## src/pkg/psm_consts.svh

```systemverilog
// constants of the summary status flag mirror: offsets, bit positions, resets
// assumes 5-bit management register addresses and 16-bit register data
`ifndef PSM_CONSTS_SVH
`define PSM_CONSTS_SVH
// register offsets on the management port
`define PSM_ADDR_BASIC_STATUS   5'h01
`define PSM_ADDR_NEG_EXPANSION  5'h06
`define PSM_ADDR_SUMMARY        5'h10
`define PSM_ADDR_INT_SOURCE     5'h12
`define PSM_ADDR_FALSE_CARRIER  5'h14
`define PSM_ADDR_RX_ERROR       5'h15
`define PSM_ADDR_TENBASE        5'h1a
// bit positions inside the summary status word
`define PSM_BIT_RX_ERROR        4'hd
`define PSM_BIT_POLARITY        4'hc
`define PSM_BIT_FALSE_CARRIER   4'hb
`define PSM_BIT_SIGNAL_DETECT   4'ha
`define PSM_BIT_DESCR_LOCK      4'h9
`define PSM_BIT_PAGE_RX         4'h8
`define PSM_BIT_INT_PENDING     4'h7
`define PSM_BIT_REMOTE_FAULT    4'h6
`define PSM_BIT_JABBER          4'h5
// reset values
`define PSM_RST_FLAG            1'h0
`define PSM_RST_DATA            16'h0000
`endif

```

## src/pkg/psm_pkg.sv

```systemverilog
// types shared by the summary status flag mirror
// assumes the constants header sits beside it
package psm_pkg;
    typedef logic [4:0]  psm_addr_t;  // management register address
    typedef logic [15:0] psm_data_t;  // management register data
    typedef logic [5:0]  psm_lh_t;    // one bit per latch-high flag
    typedef logic [1:0]  psm_ll_t;    // one bit per latch-low flag
endpackage : psm_pkg

```

## src/verilog/psm_flag_mirror.sv

```systemverilog
// summary status flag mirror: bits 13 down to 5 of the summary status word
// assumes the management frame decoder hands over one-cycle read strobes on
// clk_sys and that all source flags come from logic on the same clock
//
// How it works
// - polarity bit: one inverted, zero correct
// - polarity bit copies ten-base register bit four
// - ten-base read clears it, summary read keeps
// - false carrier latches high until counter read
// - false carrier counter read clears the latch
// - signal detect active high, latches low
// - descrambler lock active high, latches low
// - page received mirrors expansion, cleared there
// - interrupt bit set while any interrupt pends
// - interrupt source read clears pending bit
// - remote fault set on partner fault report
// - remote fault cleared by status read, reset
// - jabber copies basic status, summary read keeps
// - receive error latches until error counter read
`include "psm_consts.svh"
`timescale 1ns/1ps

module psm_flag_mirror (
    input  wire logic              clk_sys,           // 40 mhz system clock
    input  wire logic              rst,               // async reset, active high
    input  wire logic              rd_strobe,         // one-cycle register read
    input  wire psm_pkg::psm_addr_t rd_addr,          // address of that read
    input  wire logic              rx_err_evt,        // receive error pulse
    input  wire logic              pol_inverted,      // live polarity inverted
    input  wire logic              false_carrier_evt, // false carrier pulse
    input  wire logic              sig_detect,        // live 100 signal detect
    input  wire logic              descr_lock,        // live descrambler lock
    input  wire logic              page_rx_evt,       // new page received pulse
    input  wire logic              int_pending,       // any interrupt pending
    input  wire logic              remote_fault_evt,  // partner fault report
    input  wire logic              jabber,            // basic status jabber bit
    output logic                   rd_valid,          // summary read answer
    output psm_pkg::psm_data_t     rd_data            // summary word snapshot
);
    import psm_pkg::*;

    // ************************************************************
    // decode helpers
    // ************************************************************

    // read of one given register in this cycle
    function automatic logic is_read(input logic stb, input psm_addr_t a, input psm_addr_t target);
        is_read = stb && (a == target);
    endfunction : is_read

    // register whose read clears each latch-high flag
    function automatic psm_addr_t lh_clear_addr(input int idx);
        case (idx)
            0:       lh_clear_addr = `PSM_ADDR_RX_ERROR;
            1:       lh_clear_addr = `PSM_ADDR_TENBASE;
            2:       lh_clear_addr = `PSM_ADDR_FALSE_CARRIER;
            3:       lh_clear_addr = `PSM_ADDR_NEG_EXPANSION;
            4:       lh_clear_addr = `PSM_ADDR_INT_SOURCE;
            5:       lh_clear_addr = `PSM_ADDR_BASIC_STATUS;
            default: lh_clear_addr = `PSM_ADDR_SUMMARY;
        endcase
    endfunction : lh_clear_addr

    // ************************************************************
    // latch-high flags
    // ************************************************************

    psm_lh_t lh_set;   // set condition per flag
    psm_lh_t lh_q;     // latched flags
    logic    sum_read; // summary register read this cycle

    // summary read clears none of the latch-high flags
    assign sum_read = is_read(rd_strobe, rd_addr, `PSM_ADDR_SUMMARY);

    // flag order: rx error, polarity, false carrier, page, interrupt, fault
    assign lh_set = {remote_fault_evt,
                     int_pending,
                     page_rx_evt,
                     false_carrier_evt,
                     pol_inverted,
                     rx_err_evt};

    genvar gi;
    generate
        for (gi = 0; gi < 6; gi++) begin : g_lh
            logic next_flag; // next value of this flag
            logic clr;       // clearing read seen

            // set beats clear so an event in the clearing cycle survives
            always_comb begin
                clr       = is_read(rd_strobe, rd_addr, lh_clear_addr(gi));
                next_flag = lh_q[gi];
                if (lh_set[gi]) begin
                    next_flag = 1'b1;
                end else if (clr) begin
                    next_flag = 1'b0;
                end
            end

            // only reset and the owning read clear it
            always_ff @(posedge clk_sys or posedge rst) begin
                if (rst) begin
                    lh_q[gi] <= `PSM_RST_FLAG;
                end else begin
                    lh_q[gi] <= next_flag;
                end
            end
        end
    endgenerate

    // ************************************************************
    // latch-low flags
    // ************************************************************

    psm_ll_t ll_live; // live source levels
    psm_ll_t ll_q;    // latched-low flags

    // flag order: signal detect, descrambler lock
    assign ll_live = {descr_lock, sig_detect};

    generate
        for (gi = 0; gi < 2; gi++) begin : g_ll
            logic next_flag; // next value of this flag

            // a drop sticks until software has seen it in a summary read
            always_comb begin
                if (sum_read) begin
                    next_flag = ll_live[gi];
                end else begin
                    next_flag = ll_q[gi] & ll_live[gi];
                end
            end

            // starts low so the first summary read arms it
            always_ff @(posedge clk_sys or posedge rst) begin
                if (rst) begin
                    ll_q[gi] <= `PSM_RST_FLAG;
                end else begin
                    ll_q[gi] <= next_flag;
                end
            end
        end
    endgenerate

    // ************************************************************
    // jabber copy
    // ************************************************************

    logic jab_q;      // registered jabber copy
    logic next_jab;   // next jabber copy

    // plain copy, no read touches it
    always_comb begin
        next_jab = jabber;
    end

    // one cycle behind the basic status bit
    always_ff @(posedge clk_sys or posedge rst) begin
        if (rst) begin
            jab_q <= `PSM_RST_FLAG;
        end else begin
            jab_q <= next_jab;
        end
    end

    // ************************************************************
    // read answer
    // ************************************************************

    logic      next_rd_valid; // next answer strobe
    psm_data_t next_rd_data;  // next answer word

    // snapshot is taken before this cycle's clears take effect
    always_comb begin
        next_rd_valid = sum_read;
        next_rd_data  = `PSM_RST_DATA;
        if (sum_read) begin
            next_rd_data[`PSM_BIT_RX_ERROR]      = lh_q[0];
            next_rd_data[`PSM_BIT_POLARITY]      = lh_q[1];
            next_rd_data[`PSM_BIT_FALSE_CARRIER] = lh_q[2];
            next_rd_data[`PSM_BIT_SIGNAL_DETECT] = ll_q[0];
            next_rd_data[`PSM_BIT_DESCR_LOCK]    = ll_q[1];
            next_rd_data[`PSM_BIT_PAGE_RX]       = lh_q[3];
            next_rd_data[`PSM_BIT_INT_PENDING]   = lh_q[4];
            next_rd_data[`PSM_BIT_REMOTE_FAULT]  = lh_q[5];
            next_rd_data[`PSM_BIT_JABBER]        = jab_q;
        end
    end

    // data holds only in the answer cycle, zero otherwise
    always_ff @(posedge clk_sys or posedge rst) begin
        if (rst) begin
            rd_valid <= 1'b0;
            rd_data  <= `PSM_RST_DATA;
        end else begin
            rd_valid <= next_rd_valid;
            rd_data  <= next_rd_data;
        end
    end

    // ************************************************************
    // assertions
    // ************************************************************

    // polarity answer carries the copy held at read time
    a_pol_report: assert property (@(posedge clk_sys) disable iff (rst)
        sum_read |=> rd_valid && (rd_data[`PSM_BIT_POLARITY] == $past(lh_q[1])))
        else $error("polarity bit not reported");

    // inverted polarity reaches the copy next cycle
    a_pol_copy: assert property (@(posedge clk_sys) disable iff (rst)
        pol_inverted |=> lh_q[1])
        else $error("polarity copy missed");

    // ten-base read clears, summary read keeps
    a_pol_clear: assert property (@(posedge clk_sys) disable iff (rst)
        (is_read(rd_strobe, rd_addr, `PSM_ADDR_TENBASE) && !pol_inverted) |=> !lh_q[1])
        else $error("polarity copy not cleared");
    a_pol_keep: assert property (@(posedge clk_sys) disable iff (rst)
        (sum_read && lh_q[1]) |=> lh_q[1])
        else $error("polarity copy lost on summary read");

    // false carrier holds until its counter is read
    a_fc_hold: assert property (@(posedge clk_sys) disable iff (rst)
        (lh_q[2] && !is_read(rd_strobe, rd_addr, `PSM_ADDR_FALSE_CARRIER)) |=> lh_q[2])
        else $error("false carrier latch dropped");
    a_fc_clear: assert property (@(posedge clk_sys) disable iff (rst)
        (is_read(rd_strobe, rd_addr, `PSM_ADDR_FALSE_CARRIER) && !false_carrier_evt) |=> !lh_q[2])
        else $error("false carrier latch not cleared");

    // lost signal or lock stays low until a summary read
    a_sd_low: assert property (@(posedge clk_sys) disable iff (rst)
        (!sig_detect && !sum_read) |=> !ll_q[0] ##1 (!ll_q[0] || $past(sum_read)))
        else $error("signal detect did not latch low");
    a_lock_low: assert property (@(posedge clk_sys) disable iff (rst)
        !descr_lock |=> !ll_q[1])
        else $error("descrambler lock did not latch low");

    // page mirror cleared only by its own register
    a_page_keep: assert property (@(posedge clk_sys) disable iff (rst)
        (sum_read && lh_q[3]) |=> lh_q[3])
        else $error("page flag cleared by summary read");

    // pending interrupt shows, source read clears
    a_int_set: assert property (@(posedge clk_sys) disable iff (rst)
        int_pending |=> lh_q[4])
        else $error("pending interrupt not shown");
    a_int_clear: assert property (@(posedge clk_sys) disable iff (rst)
        (is_read(rd_strobe, rd_addr, `PSM_ADDR_INT_SOURCE) && !int_pending) |=> !lh_q[4])
        else $error("interrupt flag not cleared");

    // remote fault set by report, cleared by basic status read
    a_rf_set: assert property (@(posedge clk_sys) disable iff (rst)
        remote_fault_evt |=> lh_q[5])
        else $error("remote fault not latched");
    a_rf_clear: assert property (@(posedge clk_sys) disable iff (rst)
        (is_read(rd_strobe, rd_addr, `PSM_ADDR_BASIC_STATUS) && !remote_fault_evt) |=> !lh_q[5])
        else $error("remote fault not cleared");

    // jabber reaches the answer two cycles on
    a_jab_copy: assert property (@(posedge clk_sys) disable iff (rst)
        (sum_read && !$past(rst)) |=> (rd_data[`PSM_BIT_JABBER] == $past(jabber, 2)))
        else $error("jabber copy wrong");
    a_jab_follow: assert property (@(posedge clk_sys) disable iff (rst)
        1'b1 |=> (jab_q == $past(jabber)))
        else $error("jabber copy not following");

    // receive error set and cleared by its counter read
    a_rxerr_set: assert property (@(posedge clk_sys) disable iff (rst)
        rx_err_evt |=> lh_q[0])
        else $error("receive error not latched");
    a_rxerr_clear: assert property (@(posedge clk_sys) disable iff (rst)
        (is_read(rd_strobe, rd_addr, `PSM_ADDR_RX_ERROR) && !rx_err_evt) |=> !lh_q[0])
        else $error("receive error not cleared");

    // summary read rearms latched-low flags to live value
    a_ll_rearm: assert property (@(posedge clk_sys) disable iff (rst)
        (sum_read && sig_detect && descr_lock) |=> (ll_q == 2'b11))
        else $error("latched-low flags not rearmed");

    // main scenarios
    c_sd_drop_read: cover property (@(posedge clk_sys) disable iff (rst)
        !sig_detect ##1 sig_detect ##1 sum_read);
    c_fc_set_clear: cover property (@(posedge clk_sys) disable iff (rst)
        false_carrier_evt ##[1:8] is_read(rd_strobe, rd_addr, `PSM_ADDR_FALSE_CARRIER));
    c_rf_clear: cover property (@(posedge clk_sys) disable iff (rst)
        lh_q[5] ##1 is_read(rd_strobe, rd_addr, `PSM_ADDR_BASIC_STATUS) ##1 !lh_q[5]);
    c_set_wins: cover property (@(posedge clk_sys) disable iff (rst)
        int_pending && is_read(rd_strobe, rd_addr, `PSM_ADDR_INT_SOURCE));

endmodule : psm_flag_mirror

```

## config.mk

```make
export PLATFORM = sky130hd
export DESIGN_NAME = psm_flag_mirror
export DESIGN_NICKNAME = d
export VERILOG_FILES = /design/src/pkg/psm_pkg.sv /design/src/verilog/psm_flag_mirror.sv
export VERILOG_INCLUDE_DIRS = /design/src /design/src/pkg
export SDC_FILE = /design/constraint.sdc
export NUM_CORES = 1
export LEC_CHECK = 0
export BUFFER_PORTS_ARGS = -buffer_cell sky130_fd_sc_hd__clkbuf_2
export CAP_MARGIN = 40
export CORE_MARGIN = 8
export CORE_UTILIZATION = 30
export CTS_BUF_LIST = sky130_fd_sc_hd__clkbuf_16
export CTS_CLUSTER_DIAMETER = 150
export CTS_CLUSTER_SIZE = 8
export DETAILED_ROUTE_END_ITERATION = 10
export PLACE_DENSITY = 0.59
export SLEW_MARGIN = 0
export SYNTH_ARGS = -nofsm -noshare
export SYNTH_HDL_FRONTEND = slang
export SYNTH_SLANG_ARGS = --single-unit
```

## constraint.sdc

```tcl
create_clock -name clk_sys -period 0.8 [get_ports clk_sys]
set_input_delay 0.04 -clock clk_sys [delete_from_list [all_inputs] [get_ports clk_sys]]
set_output_delay 0.04 -clock clk_sys [all_outputs]
set_load 0.01 [all_outputs]
```

* After elaboration in Yosys (flattened, before gate mapping)
Cells that the tools add are included.
** Operators by class
- Equal/unequal tests :: 7
- Muxes and demuxes :: 15
- Bitwise operators :: 2
- Reduce and logical (&&, ||, !) cells :: 13
** Operators with widths (number)
- 5-bit equality test, second input constant :: 5
- 1-bit 2-to-1 mux :: 14
- 2-bit nonzero test :: 6
- 9-bit 2-to-1 mux :: 1
- 1-bit logical AND :: 7
- 5-bit by 1-bit equality test with 1-bit output, second input constant :: 1
- 5-bit by 3-bit equality test with 1-bit output, second input constant :: 1
- 1-bit AND :: 2
** Storage, ports and cells
- Bits in registers :: 19
- Input bits :: 17
- Output and inout port bits :: 17
- Word-level logic and storage cells :: 48

* Logic depth before layout (Yosys ltp)
- Depth in word-level cells :: 4
- Gate-level depth with buffers :: 3
- Depth with buffers taken out :: 2

* Least setup slack after synthesis
Ideal clock, no wire load.
- Kind :: in2reg
- Start :: input rd_addr[3]
- End :: register lh_q[2]
- Setup time :: 0.121 ns
- Arrival time :: 0.696 ns
- Required time :: 0.679 ns
- Path slack :: -0.017 ns
- Cell stages on the path :: 2
- Path buffers :: 0
- Cell sequence :: or4b_1 > o22a_1
** Between the ends
- Cells in the longest elaborated chain, start to end :: 3
** RTL lines
- start, declared :: RTL line psm_flag_mirror.sv:27 : input wire psm_pkg::psm_addr_t rd_addr,
- 5-bit equality test :: RTL line psm_flag_mirror.sv:48 : is_read = stb && (a == target);
- 1-bit logical AND :: RTL line psm_flag_mirror.sv:48
- 2-bit nonzero test (no source line)
- end signal, assigned by index :: RTL line psm_flag_mirror.sv:103 : lh_q[gi] <= `PSM_RST_FLAG;
- end signal, assigned by index :: RTL line psm_flag_mirror.sv:105 : lh_q[gi] <= next_flag;
- end, declared :: RTL line psm_flag_mirror.sv:69 : psm_lh_t lh_q;
No other way between the ends.
A chain may end at the register's enable or synchronous reset.

* Final worst setup path
- Start :: register rd_data[11]
- End :: output rd_data[11]
** RTL lines
- start, declared :: RTL line psm_flag_mirror.sv:38 : output psm_pkg::psm_data_t rd_data
- start signal, assigned :: RTL line psm_flag_mirror.sv:194 : rd_data <= `PSM_RST_DATA;
- start signal, assigned :: RTL line psm_flag_mirror.sv:197 : rd_data <= next_rd_data;
No word-level cell between the ends.

==> flow_summary_export.csv <==
group,metric,value,unit
yosys,yosysSeqAreaShare,55.0,%
setup_path,startpoint,"rd_data[11]",
timing,setup_viol,0,
place,post-place-ws,-0.178,ns
yosys,syn_avg_cell_area,11.5,um2
yosys,yosys_warnings,0,
setup_path,worstPathMaxFanout,1,
layout,final_nets,132,
layout,syn_to_final_growth,34.3,%
setup_path,crit_chain,"buf_2",
setup_path,arrival,0.75,ns
setup_path,start_kind,"register",
worst_hold_path,hp-class,"in2reg",
setup_path,r2r_start,"lh_q[2]",
floorplan,row_count,19,
setup_path,cpLargestDelayFamily,"flip-flops",
clock_network,clkSinkCount,19,
power_and_ir_drop,p_leak,0.591,nW
floorplan,initial_utilization,31.4,%
clock_network,tritoncts,"yes",
setup_path,rrSetupSlack,0.06,ns
layout,drive_gt1_share,43.0,%
setup_path,rr_worst_depth,1,
power_and_ir_drop,powerDensity,1870,nW/um2
timing,tns,0,ns
floorplan,die_h,69.7,um
setup_path,critPathRequiredTime,0.76,ns
place,place_congestion,0.757,
clock_network,htree_levels,1,
setup_path,critPathCapture,"rd_data[11]",
timing,holdWs,0.0224,ns
timing,period_needed,0.789,ns
floorplan,die_area,4860,um2
clock_network,clock_latency,0.25,ns
setup_path,cp-end-kind,"output pin",
routing,wl,1.81,mm
setup_path,critPathKind,"reg2out",
clock_network,cts.clk_slew.worst_paths,0.05,ns
yosys,synth_cell_types,21,
layout,num_antenna_cells,0,
yosys,async_reset_ff_share,100,%
routing,drt-wirelength-per-cell,12.5,um
yosys,ys_ff_latch,19,
yosys,yosys.area.top_type,"dfrtp_1",
grt,antenna_found_initial,0,
grt,grt_pass1_vias,703,
floorplan,coreArea,2760,um2
floorplan,die_width,69.7,um
layout,stdcell_area,1160,um2
setup_path,rr_endpoint,"lh_q[2]",
routing,drc,0,
power_and_ir_drop,finalPower,2.17,mW
yosys,synth_ff_type,"dfrtp_1",
timing,fmax,1270,MHz
setup_path,crit_slowest_cell,"dfrtp_1",
setup_path,path_buf_inv,1,
yosys,yosys-top-cells-area,"dfrtp_1 (55%), nor3_2 (10%), buf_4 (6.1%), inv_1 (4.8%), or4b_1 (3.5%)",
routing,drtPass1Iterations,4,
clock_network,clock_tree.root_cell,"clkbuf_16",
setup_path,cp.depth,1,
grt,grt_pass1_wl,3.18,mm
clock_network,clockBufferDepth,2,
yosys,synth_commonest_cells,"dfrtp_1 (19), inv_1 (11), nor3_2 (9), buf_4 (7), nor2_1 (4)",
yosys,yosysMostFrequentCell,"dfrtp_1",
timing,rsz0062_at_grt,"yes",
clock_network,numCtsBuffers,3,
place,place_area,1060,um2
yosys,synthesis.area,865,um2
place,dp_hpwl,1.47,mm
floorplan,ios,34,
yosys,synth-edff-count,0,
timing,setup_ws,0.0110,ns
routing,routed-via-count,647,
grt,grt_overflow,0,
run,drv_cap,0,
timing,slew_violations,0,
run_status,status,"finished clean",
timing,period_share,98.6,%
yosys,synthCells,75,
setup_path,max_stage_delay,0.36,ns
worst_hold_path,hold_path_depth,3,
yosys,synth_top_area_share,55.0,%
timing,final-hold-violation-count,0,
power_and_ir_drop,ir_drop,1.04,mV
routing,via_per_inst,4.46,
grt,track_usage,8.07,%
routing,antenna_left,0,
timing,clock_skew,0.000935,ns
grt,grt_max_degree,20,
routing,drtIter0Drc,18,
place,portBuffers,26,
-- cells in the final DEF (no fill, tap or decap) --
| master | count |
|---|---|
| clkbuf_2 | 25 |
| dfrtp_1 | 19 |
| inv_1 | 12 |
| buf_4 | 10 |
| nor3_2 | 9 |
| conb_1 | 7 |
| nor2_1 | 4 |
| or4b_1 | 3 |
| o22a_1 | 3 |
| clkbuf_16 | 3 |
| nand2_1 | 2 |
| o21ai_1 | 2 |
| nor4bb_1 | 2 |
| nor3b_1 | 2 |
| a21oi_1 | 2 |
| dlygate4sd3_1 | 2 |
| or3_4 | 1 |
| nand3b_1 | 1 |
| nand4bb_1 | 1 |
| a41oi_1 | 1 |
| nand4_1 | 1 |
| or3_1 | 1 |
| buf_2 | 1 |
-- per-stage QoR --
stage / instances / util, %
after floorplan: 81 / -
after CTS: 145 / 42.1
final: 145 / 42.1
after detailed placement: 139 / 38.5
after global routing: 145 / 42.1
after global placement: 139 / 38.5
-- kinds of logic (layout without fill, tap and decap cells) --
logic type             count (synthesis)  in the layout  synth area share [%]
and+or+nand+nor                       27             27                  25.5
AOI/OAI and AO/OA                      8              8                  6.37
other                                  1              7                 0.434
buffers and inverters                 20             53                  12.7
DFF                                   19             19                  55.0
-- registers in the layout (all words and copies together) (netlist names) --
name	cells
rd_valid	1
rd_data	9
ll_q	2
jab_q	1
lh_q	6
-- routing by layer --
| metal | GRT usage [%] | share of wire [%] | wire (um) |
|---|---|---|---|
| met1 | 9.89 | 48 | 859 |
| met2 | 10.6 | 39 | 697 |
| met3 | 4.29 | 11 | 191 |
| met4 | 5.36 | 3.3 | 59 |
| met5 | 0 | 0 | 0 |
-- power by group --
part / switching (mW) / internal [mW]
Combinational: 0.108 / 0.0903
Clock: 0.328 / 0.664
Sequential: 0.00444 / 0.974
-- worst min-delay path by stage --
stage	slack, ns	start	to
after floorplan	-0.009	rst	jab_q
after global placement	0.05	rst	rd_valid
after detailed placement	0.05	rst	rd_valid
after CTS	0.02	descr_lock	ll_q[1]
after global routing	0.05	sig_detect	ll_q[0]
final	0.02	descr_lock	ll_q[1]
-- cell type report --
class | count | area, um2
multi-input cells | 42 | 302
fillers | 274 | 1600
inverters | 11 | 41.3
well taps | 31 | 38.8
clock inverters | 1 | 3.75
repair buffers | 38 | 225
flip-flops and latches | 19 | 475
clock buffers | 3 | 75.1
-- timing repair --
action	CTS	global route
resized for setup	0	1
hold buffers	2	0
setup buffers	0	0
setup endpoints to repair	0	2
hold endpoints to repair	20	0
Note: power is estimated with default switching activity, not from simulation.
